===== src/logic/psm_pkg.sv =====
// Purpose: shared constants for the program space read mapper
// Assumes: 16-bit data space, 24-bit program words
// Notes:   register offsets are byte addresses on the ahb-lite slave
package psm_pkg;
   localparam logic [7:0]  OFF_TBL_PAGE = 8'h00;
   localparam logic [7:0]  OFF_RDPAG    = 8'h04;
   localparam logic [7:0]  OFF_STATUS   = 8'h08;
   localparam logic [7:0]  OFF_MASK     = 8'h0C;
   localparam logic [7:0]  OFF_LASTADDR = 8'h10;
   localparam logic [7:0]  OFF_LASTDATA = 8'h14;
   localparam logic [7:0]  OFF_CYCLES   = 8'h18;
   localparam logic [7:0]  TBL_PAGE_RST = 8'h00;
   localparam logic [9:0]  RDPAG_RST    = 10'h001;
   localparam int          TBL_CFG_BIT  = 7;
   localparam int          RD_EN_BIT    = 9;
   localparam int          RD_HI_BIT    = 8;
   localparam logic [15:0] WIN_BASE     = 16'h8000;
   localparam int          ST_ADDRERR   = 0;
   localparam int          ST_CFGWR     = 1;
   localparam int          ST_DONE      = 2;
   localparam int          NUM_EVT      = 3;
   localparam logic [1:0]  XTRA_MOV     = 2'h1;
   localparam logic [1:0]  XTRA_OTHER   = 2'h2;
   localparam logic [1:0]  XTRA_NONE    = 2'h0;
   typedef enum logic [1:0] {
      ACC_TBL_LO,
      ACC_TBL_HI,
      ACC_DATA,
      ACC_TBL_WR
   } psm_acc_t;
endpackage : psm_pkg


===== src/logic/psm_byte_lane.sv =====
// Purpose: steers a program word into the 16-bit data result
// Assumes: hi selects the upper program byte column
// Notes:   combinational
`timescale 1ns/1ns
module psm_byte_lane (
   input  wire logic [23:0] pword,
   input  wire logic        hi,
   input  wire logic        byte_mode,
   input  wire logic        bsel,
   output logic      [15:0] dout
);
   always_comb begin
      dout = 16'h0000;
      if (!hi) begin
         if (!byte_mode) begin
            dout = pword[15:0];
         end else begin
            dout = {8'h00, bsel ? pword[15:8] : pword[7:0]};
         end
      end else begin
         if (!byte_mode) begin
            dout = {8'h00, pword[23:16]};
         end else begin
            dout = {8'h00, bsel ? 8'h00 : pword[23:16]};
         end
      end
   end
endmodule : psm_byte_lane


===== src/logic/psm_cycle_cost.sv =====
// Purpose: extra instruction cycles for a visibility-window access
// Assumes: sequencer flags the loop context
// Notes:   combinational
`timescale 1ns/1ns
module psm_cycle_cost (
   input  wire logic       win,
   input  wire logic       is_mov,
   input  wire logic       in_rep,
   input  wire logic       rep_edge,
   output logic      [1:0] extra
);
   always_comb begin
      extra = psm_pkg::XTRA_NONE;
      if (win) begin
         if (!in_rep) begin
            extra = is_mov ? psm_pkg::XTRA_MOV : psm_pkg::XTRA_OTHER;
         end else if (rep_edge) begin
            extra = psm_pkg::XTRA_OTHER;
         end
      end
   end
endmodule : psm_cycle_cost


===== src/logic/psm_top.sv =====
// Behaviour
// word low read returns bits 15:0
// byte low read picks byte by select
// word high read gives bits 23:16, zero top
// byte high read, phantom byte reads zero
// program counter steps two per word
// table page bit 7 picks config space
// config space refuses table writes
// window needs address msb and page bit 9
// window address is page low byte, ea[14:0]
// page bit 8 picks upper word half
// pages 200h-3ffh valid, halves split at 300h
// upper data half maps any 32k page
// zero page above 8000h traps
// window accesses are read-only
// outside loop one or two extra cycles
// loop edges cost two, others none
// table address is page then ea
// ea bit 0 selects byte
//
// Purpose: maps core loads onto 24-bit program memory
// Assumes: program memory answers one cycle after a request
// Notes:   registers over ahb-lite, one level interrupt
`timescale 1ns/1ns
module psm_top (
   input  wire logic        CLK_SYS,
   input  wire logic        RST_N,
   input  wire logic        HSEL,
   input  wire logic [31:0] HADDR,
   input  wire logic [1:0]  HTRANS,
   input  wire logic        HWRITE,
   input  wire logic [2:0]  HSIZE,
   input  wire logic [31:0] HWDATA,
   input  wire logic        HREADY,
   output logic      [31:0] HRDATA,
   output logic             HREADYOUT,
   output logic             HRESP,
   input  wire logic        ACC_REQ,
   input  wire logic [1:0]  ACC_KIND,
   input  wire logic [15:0] ACC_EA,
   input  wire logic        ACC_BYTE,
   input  wire logic        ACC_WRITE,
   input  wire logic        ACC_IS_MOV,
   input  wire logic        ACC_IN_REP,
   input  wire logic        ACC_REP_EDGE,
   input  wire logic [22:0] PC_WORD_IDX,
   output logic      [23:0] PC_ADDR,
   output logic             PM_REQ,
   output logic      [23:0] PM_ADDR,
   input  wire logic [23:0] PM_RDATA,
   output logic             ACC_DONE,
   output logic      [15:0] ACC_RDATA,
   output logic             ACC_PASS,
   output logic             ACC_TRAP,
   output logic      [1:0]  ACC_EXTRA,
   output logic             IRQ
);
   typedef enum logic [1:0] {
      S_IDLE,
      S_WAIT,
      S_RESP
   } psm_state_t;

   psm_state_t  state_q;
   localparam int NUM_EVT_W = psm_pkg::NUM_EVT;
   logic [7:0]  tbl_page_q;
   logic [9:0]  rdpag_q;
   logic [NUM_EVT_W-1:0] status_q;
   logic [NUM_EVT_W-1:0] mask_q;
   logic [23:0] last_addr_q;
   logic [15:0] last_data_q;
   logic [15:0] cycles_q;
   logic        hi_q;
   logic        byte_q;
   logic        bsel_q;
   logic [15:0] lane_out;
   logic [1:0]  extra;
   logic [NUM_EVT_W-1:0] evt;

   // bus signals
   logic        b_wr_q;
   logic        b_rd_q;
   logic [7:0]  b_addr_q;
   logic        b_go;
   logic [31:0] rd_mux;

   // access decode
   psm_pkg::psm_acc_t kind;
   logic        is_tbl;
   logic        win_hit;
   logic        pg_zero;
   logic        trap;
   logic        cfg_wr;
   logic        win_wr;
   logic        hi_sel;
   logic [23:0] maddr;

   assign kind    = psm_pkg::psm_acc_t'(ACC_KIND);
   assign is_tbl  = (kind != psm_pkg::ACC_DATA);
   assign pg_zero = (rdpag_q == 10'h000);
   // window only on the upper 32 kbytes and enabled page
   assign win_hit = !is_tbl && ACC_EA[15] && rdpag_q[psm_pkg::RD_EN_BIT];
   // zero page above the window base traps
   assign trap    = !is_tbl && (ACC_EA >= psm_pkg::WIN_BASE) && pg_zero;
   // table write into config space is dropped
   assign cfg_wr  = (kind == psm_pkg::ACC_TBL_WR) && tbl_page_q[psm_pkg::TBL_CFG_BIT];
   // writes through the window are refused
   assign win_wr  = win_hit && ACC_WRITE;
   assign hi_sel  = (kind == psm_pkg::ACC_TBL_HI) ||
                    (win_hit && rdpag_q[psm_pkg::RD_HI_BIT]);

   always_comb begin
      maddr = 24'h00_0000;
      if (is_tbl) begin
         maddr = {tbl_page_q, ACC_EA};
      end else if (win_hit) begin
         // pages 200h-2ffh and 300h-3ffh share address, bit 8 picks the half
         maddr = {1'b0, rdpag_q[7:0], ACC_EA[14:0]};
      end
   end

   // pc byte address is twice the word index
   assign PC_ADDR = {PC_WORD_IDX, 1'b0};

   psm_byte_lane u_lane (
      .pword     (PM_RDATA),
      .hi        (hi_q),
      .byte_mode (byte_q),
      .bsel      (bsel_q),
      .dout      (lane_out)
   );

   psm_cycle_cost u_cost (
      .win      (win_hit),
      .is_mov   (ACC_IS_MOV),
      .in_rep   (ACC_IN_REP),
      .rep_edge (ACC_REP_EDGE),
      .extra    (extra)
   );

   // access sequencer
   always_ff @(posedge CLK_SYS) begin
      if (!RST_N) begin
         state_q  <= S_IDLE;
         PM_REQ   <= 1'b0;
         PM_ADDR  <= 24'h00_0000;
         hi_q     <= 1'b0;
         byte_q   <= 1'b0;
         bsel_q   <= 1'b0;
         ACC_DONE <= 1'b0;
         ACC_PASS <= 1'b0;
         ACC_TRAP <= 1'b0;
         ACC_EXTRA <= 2'h0;
         ACC_RDATA <= 16'h0000;
      end else begin
         ACC_DONE <= 1'b0;
         ACC_TRAP <= 1'b0;
         PM_REQ   <= 1'b0;
         unique case (state_q)
            S_IDLE: begin
               if (ACC_REQ) begin
                  ACC_EXTRA <= extra;
                  if (trap) begin
                     ACC_TRAP <= 1'b1;
                     ACC_DONE <= 1'b1;
                     ACC_PASS <= 1'b0;
                  end else if (is_tbl || win_hit) begin
                     if (cfg_wr || win_wr || kind == psm_pkg::ACC_TBL_WR) begin
                        // table writes belong to flash logic; here only refused
                        ACC_DONE <= 1'b1;
                        ACC_PASS <= 1'b0;
                     end else begin
                        PM_REQ   <= 1'b1;
                        PM_ADDR  <= maddr;
                        hi_q     <= hi_sel;
                        byte_q   <= ACC_BYTE;
                        bsel_q   <= ACC_EA[0];
                        ACC_PASS <= 1'b1;
                        state_q  <= S_WAIT;
                     end
                  end else begin
                     ACC_DONE <= 1'b1;
                     ACC_PASS <= 1'b0;
                  end
               end
            end
            S_WAIT: begin
               state_q <= S_RESP;
            end
            S_RESP: begin
               ACC_RDATA <= lane_out;
               ACC_DONE  <= 1'b1;
               state_q   <= S_IDLE;
            end
         endcase
      end
   end

   // observability registers
   always_ff @(posedge CLK_SYS) begin
      if (!RST_N) begin
         last_addr_q <= 24'h00_0000;
         last_data_q <= 16'h0000;
         cycles_q    <= 16'h0000;
      end else begin
         if (PM_REQ) begin
            last_addr_q <= PM_ADDR;
         end
         if (state_q == S_RESP) begin
            last_data_q <= lane_out;
         end
         if (ACC_REQ && state_q == S_IDLE && extra != psm_pkg::XTRA_NONE) begin
            cycles_q <= cycles_q + 16'(extra);
         end
      end
   end

   // events
   assign evt[psm_pkg::ST_ADDRERR] = ACC_REQ && state_q == S_IDLE && trap;
   assign evt[psm_pkg::ST_CFGWR]   = ACC_REQ && state_q == S_IDLE && !trap && (cfg_wr || win_wr);
   assign evt[psm_pkg::ST_DONE]    = (state_q == S_RESP);

   // ahb-lite slave, zero wait states
   assign b_go      = HSEL && HREADY && HTRANS[1];
   assign HREADYOUT = 1'b1;
   assign HRESP     = 1'b0;

   always_ff @(posedge CLK_SYS) begin
      if (!RST_N) begin
         b_wr_q   <= 1'b0;
         b_rd_q   <= 1'b0;
         b_addr_q <= 8'h00;
      end else begin
         b_wr_q   <= b_go && HWRITE;
         b_rd_q   <= b_go && !HWRITE;
         b_addr_q <= HADDR[7:0];
      end
   end

   always_ff @(posedge CLK_SYS) begin
      if (!RST_N) begin
         tbl_page_q <= psm_pkg::TBL_PAGE_RST;
         rdpag_q    <= psm_pkg::RDPAG_RST;
         mask_q     <= '0;
      end else if (b_wr_q) begin
         if (b_addr_q == psm_pkg::OFF_TBL_PAGE) begin
            tbl_page_q <= HWDATA[7:0];
         end
         if (b_addr_q == psm_pkg::OFF_RDPAG) begin
            rdpag_q <= HWDATA[9:0];
         end
         if (b_addr_q == psm_pkg::OFF_MASK) begin
            mask_q <= HWDATA[NUM_EVT_W-1:0];
         end
      end
   end

   // sticky status, set wins over write-one-to-clear
   always_ff @(posedge CLK_SYS) begin
      if (!RST_N) begin
         status_q <= '0;
      end else if (b_wr_q && b_addr_q == psm_pkg::OFF_STATUS) begin
         status_q <= (status_q & ~HWDATA[NUM_EVT_W-1:0]) | evt;
      end else begin
         status_q <= status_q | evt;
      end
   end

   assign IRQ = |(status_q & mask_q);

   always_comb begin
      rd_mux = 32'h0000_0000;
      unique case (b_addr_q)
         psm_pkg::OFF_TBL_PAGE: rd_mux = {24'h00_0000, tbl_page_q};
         psm_pkg::OFF_RDPAG:    rd_mux = {22'h00_0000, rdpag_q};
         psm_pkg::OFF_STATUS:   rd_mux = {29'h0000_0000, status_q};
         psm_pkg::OFF_MASK:     rd_mux = {29'h0000_0000, mask_q};
         psm_pkg::OFF_LASTADDR: rd_mux = {8'h00, last_addr_q};
         psm_pkg::OFF_LASTDATA: rd_mux = {16'h0000, last_data_q};
         psm_pkg::OFF_CYCLES:   rd_mux = {16'h0000, cycles_q};
         default:               rd_mux = 32'h0000_0000;
      endcase
   end

   assign HRDATA = b_rd_q ? rd_mux : 32'h0000_0000;
endmodule : psm_top


===== config.mk =====
export PLATFORM = sky130hd
export DESIGN_NAME = psm_top
export DESIGN_NICKNAME = d
export VERILOG_FILES = /design/src/logic/psm_pkg.sv /design/src/logic/psm_byte_lane.sv /design/src/logic/psm_cycle_cost.sv /design/src/logic/psm_top.sv
export SDC_FILE = /design/constraint.sdc
export NUM_CORES = 1
export LEC_CHECK = 0
export ABC_AREA = 1
export BUFFER_PORTS_ARGS = -buffer_cell sky130_fd_sc_hd__buf_2
export CORE_MARGIN = 3
export CORE_UTILIZATION = 46
export CTS_CLUSTER_SIZE = 8
export DETAILED_ROUTE_END_ITERATION = 7
export PLACE_DENSITY = 0.77
export SYNTH_ARGS = -nofsm -noshare
export SYNTH_HDL_FRONTEND = slang
export SYNTH_SLANG_ARGS = --single-unit

===== constraint.sdc =====
create_clock -name CLK_SYS -period 3.1 [get_ports CLK_SYS]
set_clock_uncertainty 0.05 [all_clocks]
set_input_delay 0.62 -clock CLK_SYS [delete_from_list [all_inputs] [get_ports CLK_SYS]]
set_output_delay 0.62 -clock CLK_SYS [all_outputs]
set_load 0.03 [all_outputs]

Word level (Yosys, flattened, before mapping) --
Cells that the tools add are included.
Word-level totals: register bits after elaboration 125, input bits 145
Cells by class: $lt $le $gt $ge 1, mux-type cells 28, add/subtract/negate cells 1, eq/ne operators 15, reduce and logical (&&, ||, !) cells 36, bitwise logic cells 7
Operators with widths (number):
- case mux 24 bit (7 select lines) | 1
- 2-to-1 mux 16 bit | 2
- 2-to-1 mux 32 bit | 1
- == test 8 x 5 -> 1 bit (second input constant) | 3
- 2-to-1 mux 24 bit | 1
- 2-to-1 mux 8 bit | 3
- 2-to-1 mux 23 bit | 1
- logical AND 1 bit | 17
- adder 16 x 2 -> 16 bit | 1
- == test 8 x 4 -> 1 bit (second input constant) | 2
- greater-or-equal comparator 16 bit (second input constant) | 1
- 2-to-1 mux 2 bit | 8
- logical NOT 10 bit | 1
- inequality test 2 bit (second input constant) | 5
- == test 8 x 3 -> 1 bit (second input constant) | 1
- logical NOT 8 bit | 1
- 2-to-1 mux 1 bit | 8
- AND reduction 2 bit | 4
- bitwise AND 3 bit | 2
- bitwise OR 3 bit | 2
- case mux 2 bit (3 select lines) | 1
- AND reduction 5 bit | 1
- == test 2 x 1 -> 1 bit (second input constant) | 2
- == test 2 bit (second input constant) | 2
- 11 further kinds | 17

Longest topological paths before layout --
depth in word-level cells 12, depth in mapped cells 14, gate-level depth less buffers 14

Cells and area by module --
Synthesis repeated with hierarchy kept, for this count alone.
Second synthesis, totals: cells, all modules 915, area total of the unflattened synthesis 6169.7 µm²
By module, submodules not included:
- psm_top | instances 1, area an instance 5793.1 µm², sequential area each 2502.4 µm², cells each 836
- psm_byte_lane | instances 1, area an instance 347.8 µm², sequential area each 0.0 µm², cells each 72
- psm_cycle_cost | instances 1, area an instance 28.8 µm², sequential area each 0.0 µm², cells each 7

Worst setup path after synthesis --
Ideal clock, no wire load.
path kind input -> register, from input ACC_KIND[0], to register cycles_q[10], required time 2.933 ns, arrival 2.228 ns, buffers on the path 0, stages on the path 12, setup slack 0.705 ns, cells stage by stage inv_1 nand4_4 nor2_1 ha_1 inv_1 fa_1 inv_1 nand4_1 nor2_1 nand3_1 o21ai_0 nor2_1
On the way: cells in the longest elaborated chain, start to end 7
RTL lines:
- start: declaration | line psm_top.sv:39 | input wire logic [1:0] ACC_KIND,
- inequality test 2 bit (*) | line psm_top.sv:99 | assign is_tbl = (kind != psm_pkg::ACC_DATA);
- logical NOT 1 bit (*) | line psm_top.sv:102 | assign win_hit = !is_tbl && ACC_EA[15] && rdpag_q[psm_pkg::RD_EN_BIT];
- logical AND 1 bit (*) (2 in a row) | line psm_top.sv:102
- 2-to-1 mux 2 bit (*) | line psm_cycle_cost.sv:14 | if (win) begin
- net extra[0] | line psm_top.sv:77 | logic [1:0] extra;
- parallel branches: the longest is 2 deep, another holds adder 16 x 2 -> 16 bit
- end signal: assignment | line psm_top.sv:213 | cycles_q <= cycles_q + 16'(extra);
- end: declaration | line psm_top.sv:72 | logic [15:0] cycles_q;
Mark *: on every way through the listed nets, which the timed path passes. A chain may end at the register's enable or synchronous reset.

Worst setup path after layout --
from register b_addr_q[1], to output HRDATA[5]
On the way: cells in the longest elaborated chain, start to end 3
RTL lines:
- start: declaration | line psm_top.sv:83 | logic [7:0] b_addr_q;
- start signal: assignment | line psm_top.sv:236 | b_addr_q <= HADDR[7:0];
- == test 8 x 5 -> 1 bit, or another cell as far along | line psm_top.sv:273 | unique case (b_addr_q)
- case mux 24 bit (7 select lines) (*) | line psm_top.sv:273
- 2-to-1 mux 32 bit (*) | line psm_top.sv:285 | assign HRDATA = b_rd_q ? rd_mux : 32'h0000_0000;
- end: declaration | line psm_top.sv:35 | output logic [31:0] HRDATA,
Every way passes the cells marked *; elsewhere a longest branch is shown, timed or not.

==> impl_metrics.ini <==
[outcome]
status = finished clean

[routing]
drt_first_iter_violations = 520
firstDrtPassIters = 6
num_vias = 6222
wire_per_inst_um = 14.6
ant_nets = 0
drt_wl_total_mm = 17.6
post_drt_via_cell_ratio = 5.16
drc_errors = 0

[worst_setup_path]
cp.depth = 9
crit_fanout = 9
worstSetupPathType = reg2out
cp-start-kind = register
path_buf_inv = 2
r2r_cells = 11
crit_slowest_cell = dfxtp_1
crit_required_ns = 2.43
worstPathArrival_ns = 2.27
critical-path-top-delay-family = simple AND/OR/NAND/NOR gates
end_kind = output port
critPathMaxStageDelay_ns = 0.32
path_cells = nor2_2 > nand2_1 > nor2_4 > nand2_1 > buf_4 > o22ai_1 > nor2_1 > nor2_1 > buf_2

[clock_tree]
cts.clk_slew.worst_paths_ns = 0.06
cts_tree = yes
ctsHtreeMaxLevel = 4
root_buffer = clkbuf_16
clk_latency_ns = 0.43
cts_buffer_depth = 2
clock-sinks = 125
holdBufCountCts = 0
tritoncts.num_buffers = 17

[yosys]
synth_edf_count = 0
async_flop_share_pct = 0
syn_avg_cell_area_um2 = 6.73
seq_area_frac_synth_pct = 40.7
ys_seq_elements = 125
synth_cell_types = 33
synth-warning-count = 0
synth_cells = 914
ys.flop_type = dfxtp_1
synth_area_um2 = 6150

[global_routing]
first_global_vias = 5735
gr-total-overflow = 0
gr-usage-met2_pct = 38.5
use_met1_pct = 30.1
grt_max_degree = 80
top_usage_layer = met2
grt_pass1_wl_mm = 27.6
globalRouteTotalUtil_pct = 23.9
grtUsageMet3_pct = 6.64
grt_antenna_before_repair = 0

[timing]
hold_viol_final = 0
max_freq_mhz = 341
fin_setup_tns_ns = 0
slew_viol_final = 0
setup_violations = 0
period_needed_ns = 2.94
fin_crit_sh_pct = 94.7
setup_ws_ns = 0.164
rsz0062_at_grt = no
relSlewSlack_pct = 52.6
holdWs_ns = 0.320
worstMarginPinSlew_ns = 0.709

[final_layout]
final_util_pct = 57.1
final_nets = 1172
antenna_cells = 0
fillers = 1238
seqCellArea_um2 = 2500
multi_input_area_um2 = 2890
areaGrowthSynthToFinish_pct = 19.1
final_layout_size_suffix_gt1_share_pct = 19.0

[floorplanning]
die_x_um = 122
initial_core_util_pct = 48.0
die_h_um = 122
core_area_um2 = 12800
design.die.area_um2 = 14800
io_pins = 250
std_cell_rows = 41

[placed_design]
hpwl_mm = 13.1
gp_congestion = 0.916
io_buffer_count = 142
place_ws_ns = 0.248

[power]
powerDensity_nw_per_um2 = 650
p_total_mw = 4.76
ir_drop_v = 0.000363
p_leak_nw = 3.47

[run]
drv_cap = 0

[worst_hold_path]
hold_path.class = in2reg
min_path_cells = 2
## cells in the final DEF, fill, tap and decap left out, types with 2 or more instances in the layout
master	n
clkinv_4	3
clkinv_1	5
o211ai_1	14
clkbuf_8	2
nor3_1	14
nor2_4	2
clkinv_2	3
nand2_1	221
buf_2	142
clkinvlp_4	5
a31oi_1	11
clkbuf_16	17
o21ai_0	75
a21oi_1	62
nor2_2	5
nor3b_1	2
dfxtp_1	125
nor2_1	131
o22ai_1	5
nand3_1	54
conb_1	11
nor4_1	2
ha_1	5
inv_1	90
nand4_1	6
buf_4	8
o21ai_1	2
## power by group
part | total, mW | switching, mW | internal [mW]
clock | 1.90 | 0.760 | 1.14
combinational | 0.964 | 0.678 | 0.286
sequential | 1.89 | 0.115 | 1.78
total | 4.76 | 1.55 | 3.21
## path summary, 6_finish.rpt
path | startpoint | end | slack [ns]
setup / recovery | b_addr_q[1] | HRDATA[5] | 0.16
hold reg to reg | ACC_EXTRA[1] | ACC_EXTRA[1] | 0.42
hold / removal | HWRITE | b_rd_q | 0.32
setup reg to reg | rdpag_q[9] | cycles_q[10] | 0.55
## cells by family after synthesis
family                     count (synthesis)  synth area share (%)
AOI/OAI and AO/OA                        170                  14.8
xor gates and xnor gates                   1                 0.142
adders and majority gates                  6                  1.34
buffers and inverters                    167                  13.1
DFF                                      125                  40.7
other                                      2                 0.122
and+or+nand+nor                          443                  29.8
## what timing repair did
| item | CTS | global route |
|---|---|---|
| setup endpoints to repair | 0 | 13 |
| setup buffers | 0 | 0 |
| gates resized for setup | 0 | 3 |
## per-layer routing
layer  wire (µm)  vias up
met3        1410       33
met4         505        0
li1            -     3107
met2        8280      247
met1        7450     2835
met5           0        -
## synthesized netlist by cell type, drive strengths merged, types with 2 or more instances
| library cell | number | share of area [%] |
|---|---|---|
| nand2 | 222 | 14 |
| nor2 | 138 | 8.7 |
| dfxtp | 125 | 41 |
| inv | 90 | 5.5 |
| o21ai | 77 | 6.3 |
| a21oi | 62 | 5.0 |
| nand3 | 55 | 4.6 |
| buf | 50 | 5.9 |
| clkbuf | 22 | 1.3 |
| nor3 | 15 | 1.4 |
| o211ai | 14 | 1.7 |
| a31oi | 11 | 1.1 |
| nand4 | 7 | 0.96 |
| clkinv | 5 | 0.31 |
| ha | 5 | 1.0 |
| o22ai | 5 | 0.51 |
| conb | 2 | 0.12 |
| nor3b | 2 | 0.24 |
| nor4 | 2 | 0.20 |
## layout make-up
| cell class | instances | area share, % |
|---|---|---|
| Clock inverter | 13 | 1.61 |
| Sequential cell | 125 | 34.2 |
| Clock buffer | 19 | 6.18 |
| Timing Repair Buffer | 151 | 10.8 |
| Multi-Input combinational cell | 631 | 39.5 |
| Inverter | 95 | 4.87 |
| Tap cell | 172 | 2.94 |
## state kept, by name (all words and copies together), names as in the netlist, 2 cells and up
| register | flops |
|---|---|
| b_addr_q | 8 |
| status_q | 3 |
| PM_ADDR | 24 |
| mask_q | 3 |
| tbl_page_q | 8 |
| last_addr_q | 24 |
| cycles_q | 16 |
| ACC_EXTRA | 2 |
| state_q | 2 |
| last_data_q | 16 |
| rdpag_q | 10 |
## through the flow
| step | instances | area [µm²] |
|---|---|---|
| detailed placement | 1174 | 6740 |
| global placement | 1174 | 6740 |
| global route | 1206 | 7330 |
| CTS | 1206 | 7310 |
| floorplan | 923 | 6180 |
| finish | 1206 | 7330 |
(Power assumes the default switching activity.)
